$ cat config.mk
export PLATFORM = sky130hd
export DESIGN_NAME = cmb_mode_timing
export DESIGN_NICKNAME = d
export VERILOG_FILES = /design/src/verilog/cmb_mode_timing.v /design/src/verilog/cmb_wake_filter.v
export VERILOG_INCLUDE_DIRS = /design/src /design/src/pkg
export SDC_FILE = /design/constraint.sdc
export NUM_CORES = 1
export LEC_CHECK = 0
export BUFFER_PORTS_ARGS = -buffer_cell sky130_fd_sc_hd__buf_2
export CAP_MARGIN = 15
export CORE_ASPECT_RATIO = 2
export CORE_UTILIZATION = 48
export DETAILED_ROUTE_END_ITERATION = 12
export PLACE_DENSITY = 0.7
export RECOVER_POWER = 100
export SLEW_MARGIN = 10
export SYNTH_ARGS = -nofsm -noshare
export SYNTH_HDL_FRONTEND = slang
export SYNTH_SLANG_ARGS = --single-unit
$ cat constraint.sdc
create_clock -name clk -period 2.8 [get_ports clk]
set_input_delay 0.14 -clock clk [delete_from_list [all_inputs] [get_ports clk]]
set_output_delay 0.14 -clock clk [all_outputs]
set_load 0.005 [all_outputs]
$ cat src/pkg/cmb_defs.vh
`ifndef CMB_DEFS_VH
`define CMB_DEFS_VH

// clock and wakeup glitch filter timing
`define CMB_CLK_NS 100
`define CMB_WUF_NS 2000
`define CMB_WUF_CYC ((`CMB_WUF_NS + `CMB_CLK_NS - 1) / `CMB_CLK_NS)
`define CMB_WUF_W 5

// field widths
`define CMB_PRE_W 6
`define CMB_TS1_W 4
`define CMB_TS2_W 3
`define CMB_SJW_W 2
`define CMB_CNT_W 5

// field limits, stored as length minus one
`define CMB_TS1_MIN 4'h3
`define CMB_TS2_MIN 3'h1

// reset values of the timing fields
`define CMB_PRE_RST 6'h00
`define CMB_TS1_RST 4'h3
`define CMB_TS2_RST 3'h1
`define CMB_SJW_RST 2'h0

// recessive bits needed to rejoin the bus
`define CMB_IDLE_BITS 4'hB

// bit segment states
`define CMB_ST_SYNC 2'h0
`define CMB_ST_SEG1 2'h1
`define CMB_ST_SEG2 2'h2

`endif

$ cat src/verilog/cmb_mode_timing.v
`timescale 1ns/1ns
`include "cmb_defs.vh"

module cmb_mode_timing (
	// clock and reset
	input wire clk,
	input wire sys_rst,
	// processor mode and control bits
	input wire cpuStop,
	input wire cpuWait,
	input wire softResetBit,
	input wire sleepRequest,
	input wire wakeupFilterMode,
	input wire timerLinkEnable,
	input wire intRequest,
	// bus timing configuration
	input wire cfgWrite,
	input wire cfgClockSourceSelect,
	input wire cfgThreeSamples,
	input wire [`CMB_PRE_W-1:0] cfgPrescale,
	input wire [`CMB_TS1_W-1:0] cfgTimeSegOne,
	input wire [`CMB_TS2_W-1:0] cfgTimeSegTwo,
	input wire [`CMB_SJW_W-1:0] cfgJumpWidth,
	// protocol clock sources as enable pulses
	input wire xtalTick,
	input wire pllTick,
	// protocol engine
	input wire frameActive,
	input wire frameValid,
	input wire txBit,
	// bus pins
	input wire canRx,
	output reg canTx,
	// mode status
	output reg sleepAck,
	output reg powerDown,
	output reg regAccessOk,
	output reg protoHalt,
	output reg abortPulse,
	output reg rxEnable,
	output reg busWake,
	output reg waitWake,
	// bit timing status
	output reg tqTick,
	output reg bitStart,
	output reg samplePoint,
	output reg sampledBit,
	// capture timer channel 0 input
	output reg timerLinkOut
);

	reg clkSel_r;
	reg threeSamp_r;
	reg [`CMB_PRE_W-1:0] pre_r;
	reg [`CMB_TS1_W-1:0] ts1_r;
	reg [`CMB_TS2_W-1:0] ts2_r;
	reg [`CMB_SJW_W-1:0] sjw_r;
	reg [`CMB_PRE_W-1:0] preCnt_r;
	reg [1:0] state_r;
	reg [`CMB_CNT_W-1:0] cnt_r;
	reg [`CMB_CNT_W-1:0] seg1End_r;
	reg [`CMB_CNT_W-1:0] seg2End_r;
	reg resynced_r;
	reg rxPrev_r;
	reg [1:0] samp_r;
	reg haltPrev_r;
	reg [3:0] idleCnt_r;
	reg tlPend_r;
	reg tlAct_r;
	wire srcTick;
	wire haltNow;
	wire tqNow;
	wire fallEdge;
	wire wakeFromFilter;
	wire [`CMB_CNT_W-1:0] sjwLen;
	wire [`CMB_CNT_W-1:0] phaseErr;
	wire [`CMB_CNT_W-1:0] seg2Left;
	wire sampleBitNow;

	function maj3;
		input a;
		input b;
		input c;
		begin
			maj3 = (a & b) | (a & c) | (b & c);
		end
	endfunction

	assign srcTick = clkSel_r ? pllTick : xtalTick;
	assign haltNow = softResetBit | cpuStop | sleepAck;
	assign tqNow = srcTick && (preCnt_r == pre_r) && !haltNow;
	assign fallEdge = rxPrev_r && !canRx;
	assign sjwLen = {3'h0, sjw_r} + 5'h01;
	assign phaseErr = cnt_r + 5'h01;
	assign seg2Left = seg2End_r - cnt_r;
	assign sampleBitNow = threeSamp_r ? maj3(samp_r[1], samp_r[0], canRx) : canRx;

	cmb_wake_filter u_wake (
		.clk(clk),
		.sys_rst(sys_rst),
		.armed(sleepAck | cpuStop),
		.filterOn(wakeupFilterMode),
		.canRx(canRx),
		.wakePulse(wakeFromFilter)
	);

	// timing configuration, locked unless soft reset and powered
	always @(posedge clk or posedge sys_rst) begin
		if (sys_rst) begin
			clkSel_r <= 1'b0;
			threeSamp_r <= 1'b0;
			pre_r <= `CMB_PRE_RST;
			ts1_r <= `CMB_TS1_RST;
			ts2_r <= `CMB_TS2_RST;
			sjw_r <= `CMB_SJW_RST;
		end else if (cfgWrite && softResetBit && !cpuStop) begin
			clkSel_r <= cfgClockSourceSelect;
			threeSamp_r <= cfgThreeSamples;
			pre_r <= cfgPrescale;
			// out-of-range lengths are raised to the minimum
			ts1_r <= (cfgTimeSegOne < `CMB_TS1_MIN) ? `CMB_TS1_MIN : cfgTimeSegOne;
			ts2_r <= (cfgTimeSegTwo < `CMB_TS2_MIN) ? `CMB_TS2_MIN : cfgTimeSegTwo;
			sjw_r <= cfgJumpWidth;
		end
	end

	// operating modes and handshakes
	always @(posedge clk or posedge sys_rst) begin
		if (sys_rst) begin
			sleepAck <= 1'b0;
			powerDown <= 1'b0;
			regAccessOk <= 1'b1;
			protoHalt <= 1'b0;
			abortPulse <= 1'b0;
			busWake <= 1'b0;
			waitWake <= 1'b0;
			haltPrev_r <= 1'b0;
		end else begin
			powerDown <= cpuStop;
			regAccessOk <= !cpuStop;
			protoHalt <= haltNow;
			haltPrev_r <= softResetBit | cpuStop;
			// stop cuts any frame at once, no frame boundary wait
			abortPulse <= (softResetBit | cpuStop) && !haltPrev_r && frameActive;
			busWake <= wakeFromFilter && cpuStop;
			waitWake <= cpuWait && intRequest;
			if (!sleepRequest || softResetBit || wakeFromFilter)
				sleepAck <= 1'b0;
			else if (!frameActive && !cpuStop)
				sleepAck <= 1'b1;
		end
	end

	// time quantum prescaler
	always @(posedge clk or posedge sys_rst) begin
		if (sys_rst) begin
			preCnt_r <= 6'h00;
			tqTick <= 1'b0;
		end else begin
			tqTick <= tqNow;
			if (haltNow)
				preCnt_r <= 6'h00;
			else if (srcTick)
				preCnt_r <= (preCnt_r == pre_r) ? 6'h00 : preCnt_r + 6'h01;
		end
	end

	// bit segmentation and resynchronisation
	always @(posedge clk or posedge sys_rst) begin
		if (sys_rst) begin
			state_r <= `CMB_ST_SYNC;
			cnt_r <= 5'h00;
			seg1End_r <= 5'h03;
			seg2End_r <= 5'h01;
			resynced_r <= 1'b0;
			rxPrev_r <= 1'b1;
			samp_r <= 2'h3;
			canTx <= 1'b1;
			bitStart <= 1'b0;
			samplePoint <= 1'b0;
			sampledBit <= 1'b1;
		end else begin
			bitStart <= 1'b0;
			samplePoint <= 1'b0;
			if (haltNow) begin
				state_r <= `CMB_ST_SYNC;
				cnt_r <= 5'h00;
				rxPrev_r <= 1'b1;
				canTx <= 1'b1;
			end else if (tqNow) begin
				rxPrev_r <= canRx;
				samp_r <= {samp_r[0], canRx};
				case (state_r)
					`CMB_ST_SYNC: begin
						state_r <= `CMB_ST_SEG1;
						cnt_r <= 5'h00;
						seg1End_r <= {1'b0, ts1_r};
						seg2End_r <= {2'h0, ts2_r};
						resynced_r <= 1'b0;
					end
					`CMB_ST_SEG1: begin
						if (fallEdge && !frameActive) begin
							// hard sync on idle bus
							cnt_r <= 5'h00;
							seg1End_r <= {1'b0, ts1_r};
							resynced_r <= 1'b1;
						end else if (fallEdge && !resynced_r && cnt_r != seg1End_r) begin
							// late edge lengthens segment one
							seg1End_r <= seg1End_r + ((phaseErr < sjwLen) ? phaseErr : sjwLen);
							resynced_r <= 1'b1;
							cnt_r <= cnt_r + 5'h01;
						end else if (cnt_r == seg1End_r) begin
							samplePoint <= 1'b1;
							sampledBit <= sampleBitNow;
							state_r <= `CMB_ST_SEG2;
							cnt_r <= 5'h00;
						end else begin
							cnt_r <= cnt_r + 5'h01;
						end
					end
					`CMB_ST_SEG2: begin
						if (fallEdge && !resynced_r && seg2Left < sjwLen) begin
							// early edge: this quantum serves as sync
							state_r <= `CMB_ST_SEG1;
							cnt_r <= 5'h00;
							seg1End_r <= {1'b0, ts1_r};
							seg2End_r <= {2'h0, ts2_r};
							resynced_r <= 1'b0;
							bitStart <= 1'b1;
							canTx <= txBit;
						end else if (fallEdge && !resynced_r && seg2Left == sjwLen) begin
							// shortened by the full jump width: segment two ends here
							state_r <= `CMB_ST_SYNC;
							cnt_r <= 5'h00;
							bitStart <= 1'b1;
							canTx <= txBit;
						end else if (fallEdge && !resynced_r) begin
							seg2End_r <= seg2End_r - sjwLen;
							resynced_r <= 1'b1;
							cnt_r <= cnt_r + 5'h01;
						end else if (cnt_r >= seg2End_r) begin
							// bit time is sync plus both segments
							state_r <= `CMB_ST_SYNC;
							cnt_r <= 5'h00;
							bitStart <= 1'b1;
							canTx <= txBit;
						end else begin
							cnt_r <= cnt_r + 5'h01;
						end
					end
					default: begin
						state_r <= `CMB_ST_SYNC;
						cnt_r <= 5'h00;
					end
				endcase
			end
		end
	end

	// bus rejoin after wake or halt: eleven recessive samples
	always @(posedge clk or posedge sys_rst) begin
		if (sys_rst) begin
			idleCnt_r <= 4'h0;
			rxEnable <= 1'b0;
		end else if (haltNow) begin
			idleCnt_r <= 4'h0;
			rxEnable <= 1'b0;
		end else if (samplePoint && !rxEnable) begin
			if (!sampledBit)
				idleCnt_r <= 4'h0;
			else if (idleCnt_r == `CMB_IDLE_BITS - 4'h1)
				rxEnable <= 1'b1;
			else
				idleCnt_r <= idleCnt_r + 4'h1;
		end
	end

	// timer link: one bit time, starting at the next bit boundary
	always @(posedge clk or posedge sys_rst) begin
		if (sys_rst) begin
			tlPend_r <= 1'b0;
			tlAct_r <= 1'b0;
			timerLinkOut <= 1'b0;
		end else begin
			if (haltNow) begin
				tlPend_r <= 1'b0;
				tlAct_r <= 1'b0;
			end else begin
				if (frameValid)
					tlPend_r <= 1'b1;
				else if (bitStart && tlPend_r)
					tlPend_r <= 1'b0;
				if (bitStart)
					tlAct_r <= tlPend_r && !frameValid;
			end
			timerLinkOut <= tlAct_r && timerLinkEnable;
		end
	end

endmodule

$ cat src/verilog/cmb_wake_filter.v
`timescale 1ns/1ns
`include "cmb_defs.vh"

module cmb_wake_filter (
	// clock and reset
	input wire clk,
	input wire sys_rst,
	// control
	input wire armed,
	input wire filterOn,
	// bus input
	input wire canRx,
	// result
	output reg wakePulse
);

	reg [`CMB_WUF_W-1:0] lowCnt_r;
	reg fired_r;
	wire dominantLongEnough;

	assign dominantLongEnough = (lowCnt_r >= `CMB_WUF_CYC - 1);

	// count consecutive dominant cycles, fire once per low phase
	always @(posedge clk or posedge sys_rst) begin
		if (sys_rst) begin
			lowCnt_r <= 5'h00;
			fired_r <= 1'b0;
			wakePulse <= 1'b0;
		end else begin
			wakePulse <= 1'b0;
			if (!armed || canRx) begin
				lowCnt_r <= 5'h00;
				fired_r <= 1'b0;
			end else begin
				if (!dominantLongEnough)
					lowCnt_r <= lowCnt_r + 5'h01;
				// short glitches are swallowed when the filter is on
				if (!fired_r && (!filterOn || dominantLongEnough)) begin
					wakePulse <= 1'b1;
					fired_r <= 1'b1;
				end
			end
		end
	end

endmodule
# After elaboration in Yosys (flattened, before gate mapping)
# Cells that the tools add are included.
# Widths: inputs -> output; s select.
totals:
  input_bits: 33
  output_inout_bits: 14
  reg_bits: 72
classes:
  n_addsub: 8
  bitwise_logic: 11
  n_lt_le_gt_ge: 6
  n_eq_ne: 19
  n_mux: 85
  reduce_logical: 59
op_table:
  columns: ["operator", "n"]
  rows:
  - ["$mux 5", 18]
  - ["$mux 1", 44]
  - ["$ne 3x3->1 const B", 7]
  - ["$logic_and 1x1->1", 20]
  - ["$mux 4", 5]
  - ["$pmux 5 s2", 2]
  - ["$reduce_bool 2->1", 10]
  - ["$mux 2", 9]
  - ["$mux 6", 3]
  - ["$reduce_and 6->1", 3]
  - ["$pmux 5 s3", 1]
  - ["$logic_not 1->1", 12]
  - ["$add 5x1->5 const B", 2]
  - ["$lt 5x3->1", 2]
  - ["$ne 5x5->1 const B", 2]
  - ["$reduce_and 5->1", 2]
  - ["$add 6x1->6 const B", 1]
  - ["$eq 6x6->1", 1]
  - ["$pmux 2 s3", 1]
  - ["$reduce_bool 3->1", 2]
  - ["$add 5x5->5", 1]
  - ["$eq 5x3->1", 1]
  - ["$eq 5x5->1", 1]
  - ["$ge 5x5->1", 1]
  - ["24 further kinds", 37]

# Logic depth before layout (Yosys ltp)
# Gate-level depths: netlist of the first run.
logic_depth:
  ltp_word: 9
  depth_mapped: 13
  depth_no_buf: 13

# Modules after synthesis
# A second synthesis of the first run with hierarchy kept.
unflattened:
  cells_unflattened: 408
  hier_area_um2: 4145.2
by_module_without_submodules:
  columns: ["module", "area_each_um2", "seq_area_each_um2", "cells_per_inst", "n_inst"]
  rows:
  - ["cmb_mode_timing", 3801.1, 1641.6, 375, 1]
  - ["cmb_wake_filter", 344.1, 175.2, 33, 1]

# Worst setup path after synthesis of the first run
# OpenSTA, ideal clock, no wires.
synth_path:
  kind: "reg2reg"
  start: "reg cnt_r[0]"
  end: "reg seg2End_r[1]"
  t_arrival_ps: 2910
  path_stages_with_launch: 11
  slack_ps: -235
  setup_time_ps: 125
  path_cell_list: "dfrtp_1 -> ha_1 -> inv_1 -> fa_1 -> xor2_1 -> ha_1 -> a21oi_1 -> nand2_1 -> o41ai_4 -> mux2_1 -> mux2_2"
synth_between:
  elab_chain_cells: 5
  word_cells_on_any_way: 10
  classes_between: "add/sub (1); order compare (1); eq/ne (3); mux (2); reduce/logical (3)"
synth_lines:
  columns: ["element", "line_no", "rtl"]
  rows:
  - ["start: declaration", "cmb_mode_timing.v:60", "reg [`CMB_CNT_W-1:0] cnt_r;"]
  - ["start signal: assignment", "cmb_mode_timing.v:211", "cnt_r <= cnt_r + 5'h01;"]
  - ["start signal: assignment", "cmb_mode_timing.v:218", "cnt_r <= cnt_r + 5'h01;"]
  - ["start signal: assignment", "cmb_mode_timing.v:240", "cnt_r <= cnt_r + 5'h01;"]
  - ["$sub 5x5->5 (*)", "cmb_mode_timing.v:95", "assign seg2Left = seg2End_r - cnt_r;"]
  - ["$lt 5x3->1 or $eq 5x3->1 (tied branches)", "cmb_mode_timing.v:222, cmb_mode_timing.v:231", null]
  - ["$logic_and 1x1->1, on equally long branches", "cmb_mode_timing.v:222, cmb_mode_timing.v:231", null]
  - ["$ne 3x3->1 (no source line) or $mux 5 (tied branches)", null, null]
  - ["$reduce_and 5->1 (no source line) or $pmux 5 s2 (tied branches)", null, null]
  - ["end signal: assignment", "cmb_mode_timing.v:198", "seg2End_r <= {2'h0, ts2_r};"]
  - ["end signal: assignment", "cmb_mode_timing.v:227", "seg2End_r <= {2'h0, ts2_r};"]
  - ["end signal: assignment", "cmb_mode_timing.v:238", "seg2End_r <= seg2End_r - sjwLen;"]
  - ["end: declaration", "cmb_mode_timing.v:62", "reg [`CMB_CNT_W-1:0] seg2End_r;"]
# Mark *: on every way between the ends. The rest lies on a longest branch, timed or not.
# A chain may end at the register's enable or synchronous reset.

# Worst setup path after layout of the first run
layout_path:
  start: "reg sjw_r[0]"
  end: "reg seg1End_r[4]"
layout_between:
  elab_chain_cells: 7
  word_cells_on_any_way: 11
  classes_between: "add/sub (2); order compare (2); eq/ne (1); mux (4); reduce/logical (2)"
layout_lines:
  columns: ["element", "line_no", "rtl"]
  rows:
  - ["start: declaration", "cmb_mode_timing.v:57", "reg [`CMB_SJW_W-1:0] sjw_r;"]
  - ["start signal: assignment", "cmb_mode_timing.v:115", "sjw_r <= `CMB_SJW_RST;"]
  - ["start signal: assignment", "cmb_mode_timing.v:123", "sjw_r <= cfgJumpWidth;"]
  - ["$add 2x1->3 (*)", "cmb_mode_timing.v:93", "assign sjwLen = {3'h0, sjw_r} + 5'h01;"]
  - ["$lt 5x3->1", "cmb_mode_timing.v:209", "seg1End_r <= seg1End_r + ((phaseErr < sjwLen) ? phaseErr : sjwLen);"]
  - ["$mux 5", "cmb_mode_timing.v:209", null]
  - ["$add 5x5->5", "cmb_mode_timing.v:209", null]
  - ["$mux 5", "cmb_mode_timing.v:207", "end else if (fallEdge && !resynced_r && cnt_r != seg1End_r) begin"]
  - ["$mux 5", "cmb_mode_timing.v:202", "if (fallEdge && !frameActive) begin"]
  - ["$pmux 5 s3", "cmb_mode_timing.v:193", "case (state_r)"]
  - ["end signal: assignment", "cmb_mode_timing.v:197", "seg1End_r <= {1'b0, ts1_r};"]
  - ["end signal: assignment", "cmb_mode_timing.v:205", "seg1End_r <= {1'b0, ts1_r};"]
  - ["end signal: assignment", "cmb_mode_timing.v:209", null]
  - ["end: declaration", "cmb_mode_timing.v:61", "reg [`CMB_CNT_W-1:0] seg1End_r;"]
# Mark *: on every way between the ends. The rest lies on a longest branch, timed or not. The select of a mux whose other input is x is not followed.

==> metrics, run 1 <==
status=finished, violations left; failing checks=setup timing; CP required=3.05 ns; min Tclk post-route=about 3.0 ns; Horiz. Die Dim=a little under 70 µm; critical path class=flip-flop to flip-flop; initial antenna violation count=0; hold-fix buffers at CTS=0; met2 WL post-DR=~5700 µm; Top FF cell, synth=dfrtp_1; dpl hpwl=approximately 7400 µm; Relative slew margins=0.0554; number of synthesized flops with an enable pin=0; simple-gate share of the synthesized area=0.171; Syn Nets=469; number of global-route vias before repair=roughly 3600; WP data arrival=between 3 and 4 ns; Initial Util=0.492; min-delay src=wakeupFilterMode; worst setup margin=-0.170 ns; hold endpoint=u_wake.wakePulse; Max Buffers Root-to-Sink=2; GPL Wtd Cong=between 0.9 and 1; Final setup violation count=10; share of layout cells above drive strength 1=0.352; internal cell power=2.38 mW; DRT antenna net count=0; RSZ-0062 raised after global routing=true; xor and xnor area share after synthesis=0.0602; Mapped Area=~0.0042 mm²; setup TNS=-0.894 ns; Flop pwr share=0.350; Die Area=between 0.009 and 0.01 mm²; CTS tree=yes; Overflow after GRT=0; number of synthesized register bits=72; total CTS buffers=9; DR iter-0 viols=119; clock slew at the register clock pins of the worst setup and hold paths=0.06 ns; Synth area leader=dfrtp_1; DR DRC count=0; # rows=48; Synth top cells by count=dfrtp_1 (60), nand2_1 (37), nor2_1 (32), ha_1 (29), inv_1 (22); CP Launch Type=flip-flop; compound-cell area share of the yosys netlist=0.126; synth unique cells=67; clock insertion delay at the later pin of the skew report=about 0.33 ns; Leak=roughly 2.5 nW; Core ar.=0.00859 mm²; fmax=around 0.34 GHz; detailed route wirelength on metal3=291 µm; Hold Slack=about 0.0071 ns; router iterations before antenna repair=4; met1 WL=just under 4000 µm; P&R area growth vs syn=27.0%; Vert. Die Dim=around 130 µm; post-synthesis mux area share=0.0845; critical path endpoint category=flip-flop; Fin. Hold Viols=0; Top-Level Pins=47; worst r2r dst=seg1End_r[4]; r2r startpoint=sjw_r[0]; hold path depth=2; Comb power frac=0.368; Avg WL per Cell=roughly 17 µm; R2R depth=13; Total Power=3.56 mW; post-layout util=0.624; gr usage total=0.236; Least-Margin Pin Slew=~1.4 ns; Sw Pwr=between 1 and 1.5 mW; post-synthesis sequential area ratio=0.430; Clock power frac=0.282; clk root buf=clkbuf_16; count leader, synth=dfrtp_1; ys async rst share=1.00; synthesized-area fraction occupied by adder cells=0.100; Synth top area share=0.356; fin crit share=1.06; uppermost layer routed=met4; largest fanout on the critical path=2; global-route wire length before repair=around 16000 µm; switch share=0.331; skew final=roughly 0.0088 ns; pwr/cell area=~660 mW/mm²; drt via density=5.70; VDD IR max=0.482 mV; Inserted Diodes=0; HP Class=primary input to flip-flop; CP startpoint=sjw_r[0]; final-stage net count=563; via count=around 3400; largest cells by area after synthesis=dfrtp_1 (36%), ha_1 (8.6%), dfstp_2 (7.5%); maxcap violations=0; Synth Area per Inst=about 10 µm²; largest family of logic cells by synthesized area=simple AND/OR/NAND/NOR gates; largest net degree at the start of global routing=40; PortBufs=46; fin. max-slew vios=0; Post-Route WL=around 10000 µm; Num Clock Sinks=between 70 and 80; Warnings, synthesis=0; Post-Synthesis Cells=around 400; H-tree Lvls=3; FF-to-FF setup slack=-0.17 ns
==> sequential cells by signal, summed over array words and instances (netlist names), 2 cells and up <==
register         cells
cnt_r                5
sjw_r                2
seg1End_r            5
ts1_r                4
pre_r                6
u_wake.lowCnt_r      5
samp_r               2
state_r              2
preCnt_r             6
idleCnt_r            4
seg2End_r            5
ts2_r                3
==> worst max-delay path by stage <==
stage | to | cells after the start
2_1_floorplan | seg2End_r[1] | 10
3_3_place_gp | canTx | 12
3_5_place_dp | seg1End_r[3] | 13
4_1_cts | seg1End_r[3] | 11
5_1_grt | seg1End_r[4] | 13
6_report | seg1End_r[4] | 13
==> critical path: stages, from the launching register on <==
cell and delay [ns]:
dfrtp_1 0.38, ha_1 0.30, inv_2 0.09, ha_4 0.20
a21o_1 0.15, a211oi_2 0.25, buf_4 0.16, mux2i_1 0.22
ha_2 0.24, fa_2 0.24, a21o_1 0.15, a21oi_2 0.06
or3_1 0.32, o2bb2ai_2 0.12
==> cells by family (layout without fill, tap and decap cells) <==
logic type               Yosys count  after routing
AND/OR/NAND/NOR                  134            134
AO/OA/AOI/OAI                     75             75
flip-flops                        72             72
adder cells (fa/ha/maj)           32             32
multiplexers                      31             31
buffers and inverters             30            129
XOR/XNOR                          29             29
other                              1              1
==> power groups by stage <==
stage	clock network, mW	registers [mW]	logic (mW)
after global placement	0	1.26	0.972
after detailed placement	0	1.26	1.01
after global routing	1.07	1.26	1.42
final	1.00	1.25	1.31
after CTS	1.02	1.25	1.07
after floorplan	0	1.24	0.675
==> layout make-up <==
cell class,instances,area (µm²)
fillers,712,3230
multi-input cells,302,2500
flip-flops and latches,72,1820
repair buffers,89,567
clock buffers,12,236
well taps,100,125
inverters,24,90.1
clock inverters,4,23.8
==> cell usage in the layout (no fill, tap or decap), types with 3 or more instances in the layout <==
master     netlist  final
ha_1            29     23
xnor2_1          9      6
clkinv_2         0      3
or3b_1           3      3
ha_4             0      5
clkbuf_1         5     10
a21oi_1         19     15
nand2_1         37     35
nand3_1         10      9
o21ai_0         16     11
nand2b_1         6      6
nor3_1           8      7
a31oi_1          5      3
nand2_2          1      3
a221o_1          3      3
mux2_2          19     17
xor2_1          20     20
a21o_1           8      8
buf_6            0      8
mux2_4           4      8
a21oi_2          1      5
inv_2            2      3
nand4_1          5      5
nand3b_1         3      3
buf_2            1     41
xnor2_2          0      3
nor2_1          32     32
mux2i_1          6      4
buf_4            0     32
dfstp_2         12     10
inv_1           22     20
or3_1            3      3
nor3b_1          3      3
nor4_1           1      3
clkbuf_16        0      9
dfrtp_1         60     59
o21ai_1          0      3
==> layer usage <==
| layer | GRT usage | up-vias |
|---|---|---|
| met5 | 0 | - |
| met4 | 0.133 | 0 |
| met3 | 0.0363 | 31 |
| met2 | 0.415 | 92 |
| met1 | 0.256 | 1690 |
| li1 | - | 1623 |
==> what timing repair did <==
action	in CTS	in global routing
pin swaps	17	23
cloned	0	0
setup buffers	6	11
gates resized for setup	12	37
setup endpoints to repair	10	20
==> stage by stage <==
| step | instance area, µm² | instances | setup slack, ns |
|---|---|---|---|
| after floorplan | 4250 | 404 | -0.148 |
| after global placement | 4830 | 576 | -0.107 |
| after detailed placement | 4830 | 576 | -0.184 |
| after CTS | 5190 | 598 | -0.160 |
| after global routing | 5360 | 603 | -0.291 |
| final | 5360 | 603 | -0.170 |
(Power assumes the default switching activity.)
==> inputs of run 2 (changes only) <==
CAP_MARGIN = 20   (was 15)
CORE_UTILIZATION = 53   (was 48)
PLACE_DENSITY = 0.76   (was 0.7)
==> metrics, run 2 (same netlist as run 1, synthesis figures left out) <==
most common cell after layout, fill and taps aside=dfrtp_1; status=finished, violations left; Hold Slack=0.0128 ns (+0.00578 ns); Reg area=0.00182 mm² (unchanged); Fin. Hold Viols=0 (unchanged); Least-Margin Pin Slew=1.09 ns (-0.325 ns); global-route wire length before repair=16300 µm (+0.17%); critical path endpoint category=flip-flop; clock insertion delay at the later pin of the skew report=0.34 ns (about the same); failing checks=setup timing; gr usage total=0.261 (+0.0242); Num Clock Sinks=72 (unchanged); final-stage net count=558 (-0.89%); P&R area growth vs syn=25.6%; Core ar.=0.00766 mm² (-11%); switch share=0.307 (-0.0240); number of global-route vias before repair=3546 (-0.81%); fmax=0.342 GHz (+1.5%); Sw Pwr=1.12 mW (-4.8%); GPL Wtd Cong=0.915 (-1.5%); Final setup violation count=10 (unchanged); dpl hpwl=7440 µm (+0.35%); fin crit share=1.05 (-0.0152); Die Area=0.00835 mm² (-9.2%); HP Class=primary input to flip-flop; via count=3411 (-0.73%); area taken by multi-input logic gates=0.00244 mm² (-2.4%); critical path class=flip-flop to flip-flop; Top-Level Pins=47 (unchanged); worst setup margin=-0.127 ns (+0.0427 ns); DR iter-0 viols=145 (+22%); share of layout cells above drive strength 1=0.325 (-0.0266); fin area=0.00530 mm² (-1.1%); clock slew at the register clock pins of the worst setup and hold paths=0.06 ns (about the same); Inserted Diodes=0 (unchanged); maxcap violations=0 (unchanged); pwr/cell area=690 mW/mm² (+3.8%); CTS tree=yes; post-layout util=0.692 (+0.0682); Post-Route WL=10200 µm (-0.55%); Comb power frac=0.319 (-0.049); Overflow after GRT=0 (unchanged); router iterations before antenna repair=4 (unchanged); Max Buffers Root-to-Sink=2 (unchanged); fin. max-slew vios=0 (unchanged); filler-free cell count of the finished design=592 (-1.8%); Leak=2.52 nW (-0.41%); Avg WL per Cell=17.2 µm (+1.3%); initial antenna violation count=0 (unchanged); most frequent cells in the layout=dfrtp_1 (59), buf_2 (36), nand2_1 (35); VDD IR max=0.536 mV (+11%); Horiz. Die Dim=65.1 µm (-4.7%); CP Launch Type=flip-flop; Initial Util=0.551 (+0.0598); Total Power=3.66 mW (+2.6%); FILL cells=588 (-17%); Cells after DPL=565 (-1.9%); drt via density=5.76 (+1.1%); min Tclk post-route=2.93 ns (-0.0427 ns); dpl ws=-0.210 ns (-0.0262 ns); Vert. Die Dim=128 µm (-4.8%); largest fanout on the critical path=3 (+1); internal cell power=2.53 mW (+6.3%); instance area at placement=0.00479 mm² (-0.93%); # rows=45 (-6.3%); Relative slew margins=0.273 (+0.218); Flop pwr share=0.340 (-0.010); DRT antenna net count=0 (unchanged); H-tree Lvls=3 (unchanged); RSZ-0062 raised after global routing=true; skew final=0.00645 ns (-0.00232 ns); CP required=3.05 ns (about the same); WP data arrival=3.18 ns (-0.04 ns); total CTS buffers=9 (unchanged); clk root buf=clkbuf_16; largest net degree at the start of global routing=47 (+18%); DR DRC count=0 (unchanged); Clock power frac=0.341 (+0.059); setup TNS=-0.583 ns (+0.311 ns); PortBufs=46 (unchanged); Regs by FF count=preCnt_r: 6 flops, pre_r: 6 flops
-- run 2: cell type report --
type | count | area share
repair buffers | 84 | 0.0961
flip-flops and latches | 72 | 0.343
clock inverters | 3 | 0.0123
clock buffers | 13 | 0.0491
well taps | 94 | 0.0222
multi-input cells | 302 | 0.460
inverters | 24 | 0.0170
-- run 2: worst max-delay path, stage by stage, from the launching register on --
cell,delay [ns]
dfrtp_2,0.43
ha_4,0.15
inv_2,0.04
fa_2,0.39
xor2_1,0.15
ha_1,0.33
a21oi_2,0.19
nand2_2,0.11
a21o_1,0.18
o32a_1,0.32
o31a_1,0.24
or3_1,0.31
-- run 2: final timing paths --
check,from,endpoint,slack (ns),cells past startpoint
setup / recovery,cnt_r[0],canTx,-0.13,11
hold / removal,intRequest,waitWake,0.01,2
setup reg to reg,cnt_r[0],canTx,-0.13,11
hold reg to reg,u_wake.fired_r,u_wake.wakePulse,0.43,1
max in group asynchronous,sys_rst,cnt_r[0],0.54,4
min in group asynchronous,sys_rst,waitWake,0.58,3
-- run 2: power groups by stage --
| stage | Sequential, mW | Clock, mW | Combinational [mW] |
|---|---|---|---|
| 2_1_floorplan | 1.24 | 0 | 0.675 |
| 3_3_place_gp | 1.25 | 0 | 0.931 |
| 3_5_place_dp | 1.26 | 0 | 0.974 |
| 4_1_cts | 1.24 | 1.26 | 1.06 |
| 5_1_grt | 1.26 | 1.28 | 1.26 |
| 6_report | 1.24 | 1.25 | 1.17 |
-- run 2: routing by layer --
| layer | vias to the layer above | share of wire | track usage |
|---|---|---|---|
| met5 | - | 0 | 0 |
| met4 | 0 | 0.057 | 0.180 |
| met3 | 41 | 0.031 | 0.0480 |
| met2 | 88 | 0.55 | 0.465 |
| met1 | 1680 | 0.37 | 0.265 |
| li1 | 1602 | - | - |
-- run 2: repair_timing --
| action | 4_1_cts | 5_1_grt |
|---|---|---|
| hold endpoints to repair | 23 | 0 |
| setup endpoints to repair | 9 | 12 |
| setup buffers | 5 | 4 |
| hold buffers | 2 | 0 |
| pin swaps | 7 | 7 |
| resized for setup | 17 | 18 |
==> inputs of run 3 (changes only) <==
BUFFER_PORTS_ARGS = -buffer_cell sky130_fd_sc_hd__clkbuf_2   (was -buffer_cell sky130_fd_sc_hd__buf_2)
CELL_PAD_IN_SITES_DETAIL_PLACEMENT = 0   (was unset)
CELL_PAD_IN_SITES_GLOBAL_PLACEMENT = 2   (was unset)
CORE_UTILIZATION = 35   (was 53)
PLACE_DENSITY = unset   (was 0.76)
PLACE_DENSITY_LB_ADDON = 0.1   (was unset)
SKIP_LAST_GASP = 1   (was unset)
==> metrics, run 3 (same netlist as run 1, synthesis figures left out) <==
initial antenna violation count=0 (unchanged); PortBufs=46 (unchanged); share of layout cells above drive strength 1=0.317 (-0.00847); Core ar.=0.0118 mm² (+54%); Vert. Die Dim=157 µm (+23%); clock insertion delay at the later pin of the skew report=0.34 ns (about the same); fin area=0.00540 mm² (+1.8%); r2r startpoint=cnt_r[0]; via count=3330 (-2.4%); gr usage total=0.192 (-0.0687); CP Launch Type=flip-flop; Max Buffers Root-to-Sink=2 (unchanged); CTS tree=yes; CP Cell Sequence=ha_4 -> inv_2 -> fa_2 -> xor2_1 -> ha_1 -> a21oi_2 -> nand2_2 -> buf_6 -> a21o_1 -> o32a_1 -> o31a_1 -> or3_1; worst setup margin=-0.172 ns (-0.0442 ns); Total Power=3.54 mW (-3.3%); total CTS buffers=9 (unchanged); post-layout util=0.459 (-0.234); critical path endpoint category=flip-flop; final-stage net count=565 (+1.3%); most frequent cells in the layout=dfrtp_1 (59), clkbuf_2 (36), nand2_1 (35); clk root buf=clkbuf_16; CP startpoint=cnt_r[0]; Overflow after GRT=0 (unchanged); CP required=3.05 ns (about the same); RSZ-0062 raised after global routing=true; min-delay src=wakeupFilterMode; Relative slew margins=0.0457 (-0.227); Cells after DPL=628 (+11%); Die Area=0.0125 mm² (+50%); fin crit share=1.06 (+0.0158); maxcap violations=0 (unchanged); Post-Route WL=10900 µm (+6.7%); min Tclk post-route=2.97 ns (+0.0442 ns); global-route wire length before repair=17800 µm (+9.4%); instance area at placement=0.00495 mm² (+3.5%); FF-to-FF setup slack=-0.17 ns (-0.04 ns); GPL Wtd Cong=0.851 (-6.9%); Inserted Diodes=0 (unchanged); dpl hpwl=8380 µm (+13%); number of global-route vias before repair=3534 (-0.34%); WP data arrival=3.22 ns (+0.04 ns); drt via density=5.12 (-11%); clock slew at the register clock pins of the worst setup and hold paths=0.06 ns (about the same); Horiz. Die Dim=79.7 µm (+22%); P&R area growth vs syn=27.9%; Initial Util=0.359 (-0.193); failing checks=setup timing; Fin. Hold Viols=0 (unchanged); Least-Margin Pin Slew=1.43 ns (+0.339 ns); dpl ws=-0.203 ns (+0.00729 ns); pwr/cell area=655 mW/mm² (-5.0%); filler-free cell count of the finished design=650 (+9.8%); Num Clock Sinks=72 (unchanged); Regs by FF count=preCnt_r: 6 flops, pre_r: 6 flops; most common cell after layout, fill and taps aside=dfrtp_1; # rows=56 (+24%); Top-Level Pins=47 (unchanged); slowest stage delay, CP=0.43 ns (about the same); setup TNS=-1.35 ns (-0.766 ns); fin. max-slew vios=0 (unchanged); Hold Slack=0.0168 ns (+0.00398 ns); R2R depth=12 (+1); HP Class=primary input to flip-flop; DR iter-0 viols=94 (-35%); hold path depth=2 (unchanged); router iterations before antenna repair=4 (unchanged); Leak=2.53 nW (+0.71%); DRT antenna net count=0 (unchanged); largest net degree at the start of global routing=38 (-19%); H-tree Lvls=3 (unchanged); FILL cells=1179 (+100%); Crit-path slowest cell=dfrtp_2; fmax=0.337 GHz (-1.5%); critical path class=flip-flop to flip-flop; DR DRC count=0 (unchanged); Avg WL per Cell=16.8 µm (-2.8%); largest fanout on the critical path=3 (unchanged); Final setup violation count=12 (+2); VDD IR max=0.412 mV (-23%); status=finished, violations left; skew final=0.0105 ns (+0.00401 ns)
[run 3: cell types whose count changed in the layout (fill, tap and decap cells not counted), sizes merged]
cell      previous run  this run
clkbuf              25        65
buf                 70        38
clkinvlp             0         1
bufinv               2         0
[run 3: layout make-up]
type / instances / area, µm² / share of cell area
multi-input combinational: 302 / 2450 / 0.454
sequential: 72 / 1820 / 0.337
timing repair buffer: 91 / 569 / 0.105
clock buffer: 14 / 274 / 0.0508
tap: 145 / 181 / 0.0336
inverter: 24 / 90.1 / 0.0167
clock inverter: 2 / 12.5 / 0.00232
[run 3: worst paths after layout]
path                                         end
worst max register to register             canTx
min in group asynchronous               pre_r[3]
max in group asynchronous               cnt_r[0]
worst min register to register  u_wake.wakePulse
worst max-delay path                       canTx
worst min-delay path            u_wake.wakePulse
[run 3: worst max-delay path, delay by kind of cell (launching register included)]
family	cells	cell delay, ns
AOI/OAI and AO/OA	4	0.88
xor gates and xnor gates	1	0.16
adders and majority gates	3	0.86
buffers and inverters	2	0.17
DFF	1	0.43
and+or+nand+nor	2	0.39
[run 3: report_power, final]
part	internal, mW	switching (mW)
registers	1.16	0.0812
logic	0.563	0.631
clock network	0.672	0.430
[run 3: what timing repair did]
item | 4_1_cts | 5_1_grt
buffers inserted | 6 | 0
resized for setup | 15 | 24
endpoints found under the hold margin | 30 | 0
endpoints found under the setup margin | 11 | 20
cloned | 0 | 0
hold buffers | 2 | 0
pin swaps | 3 | 6
[run 3: per-layer routing]
metal,GRT usage,vias to the layer above,share of wire
met5,0,-,0
met4,0.0667,0,0.024
met3,0.0377,20,0.023
met2,0.376,47,0.59
met1,0.193,1645,0.36
li1,-,1618,-
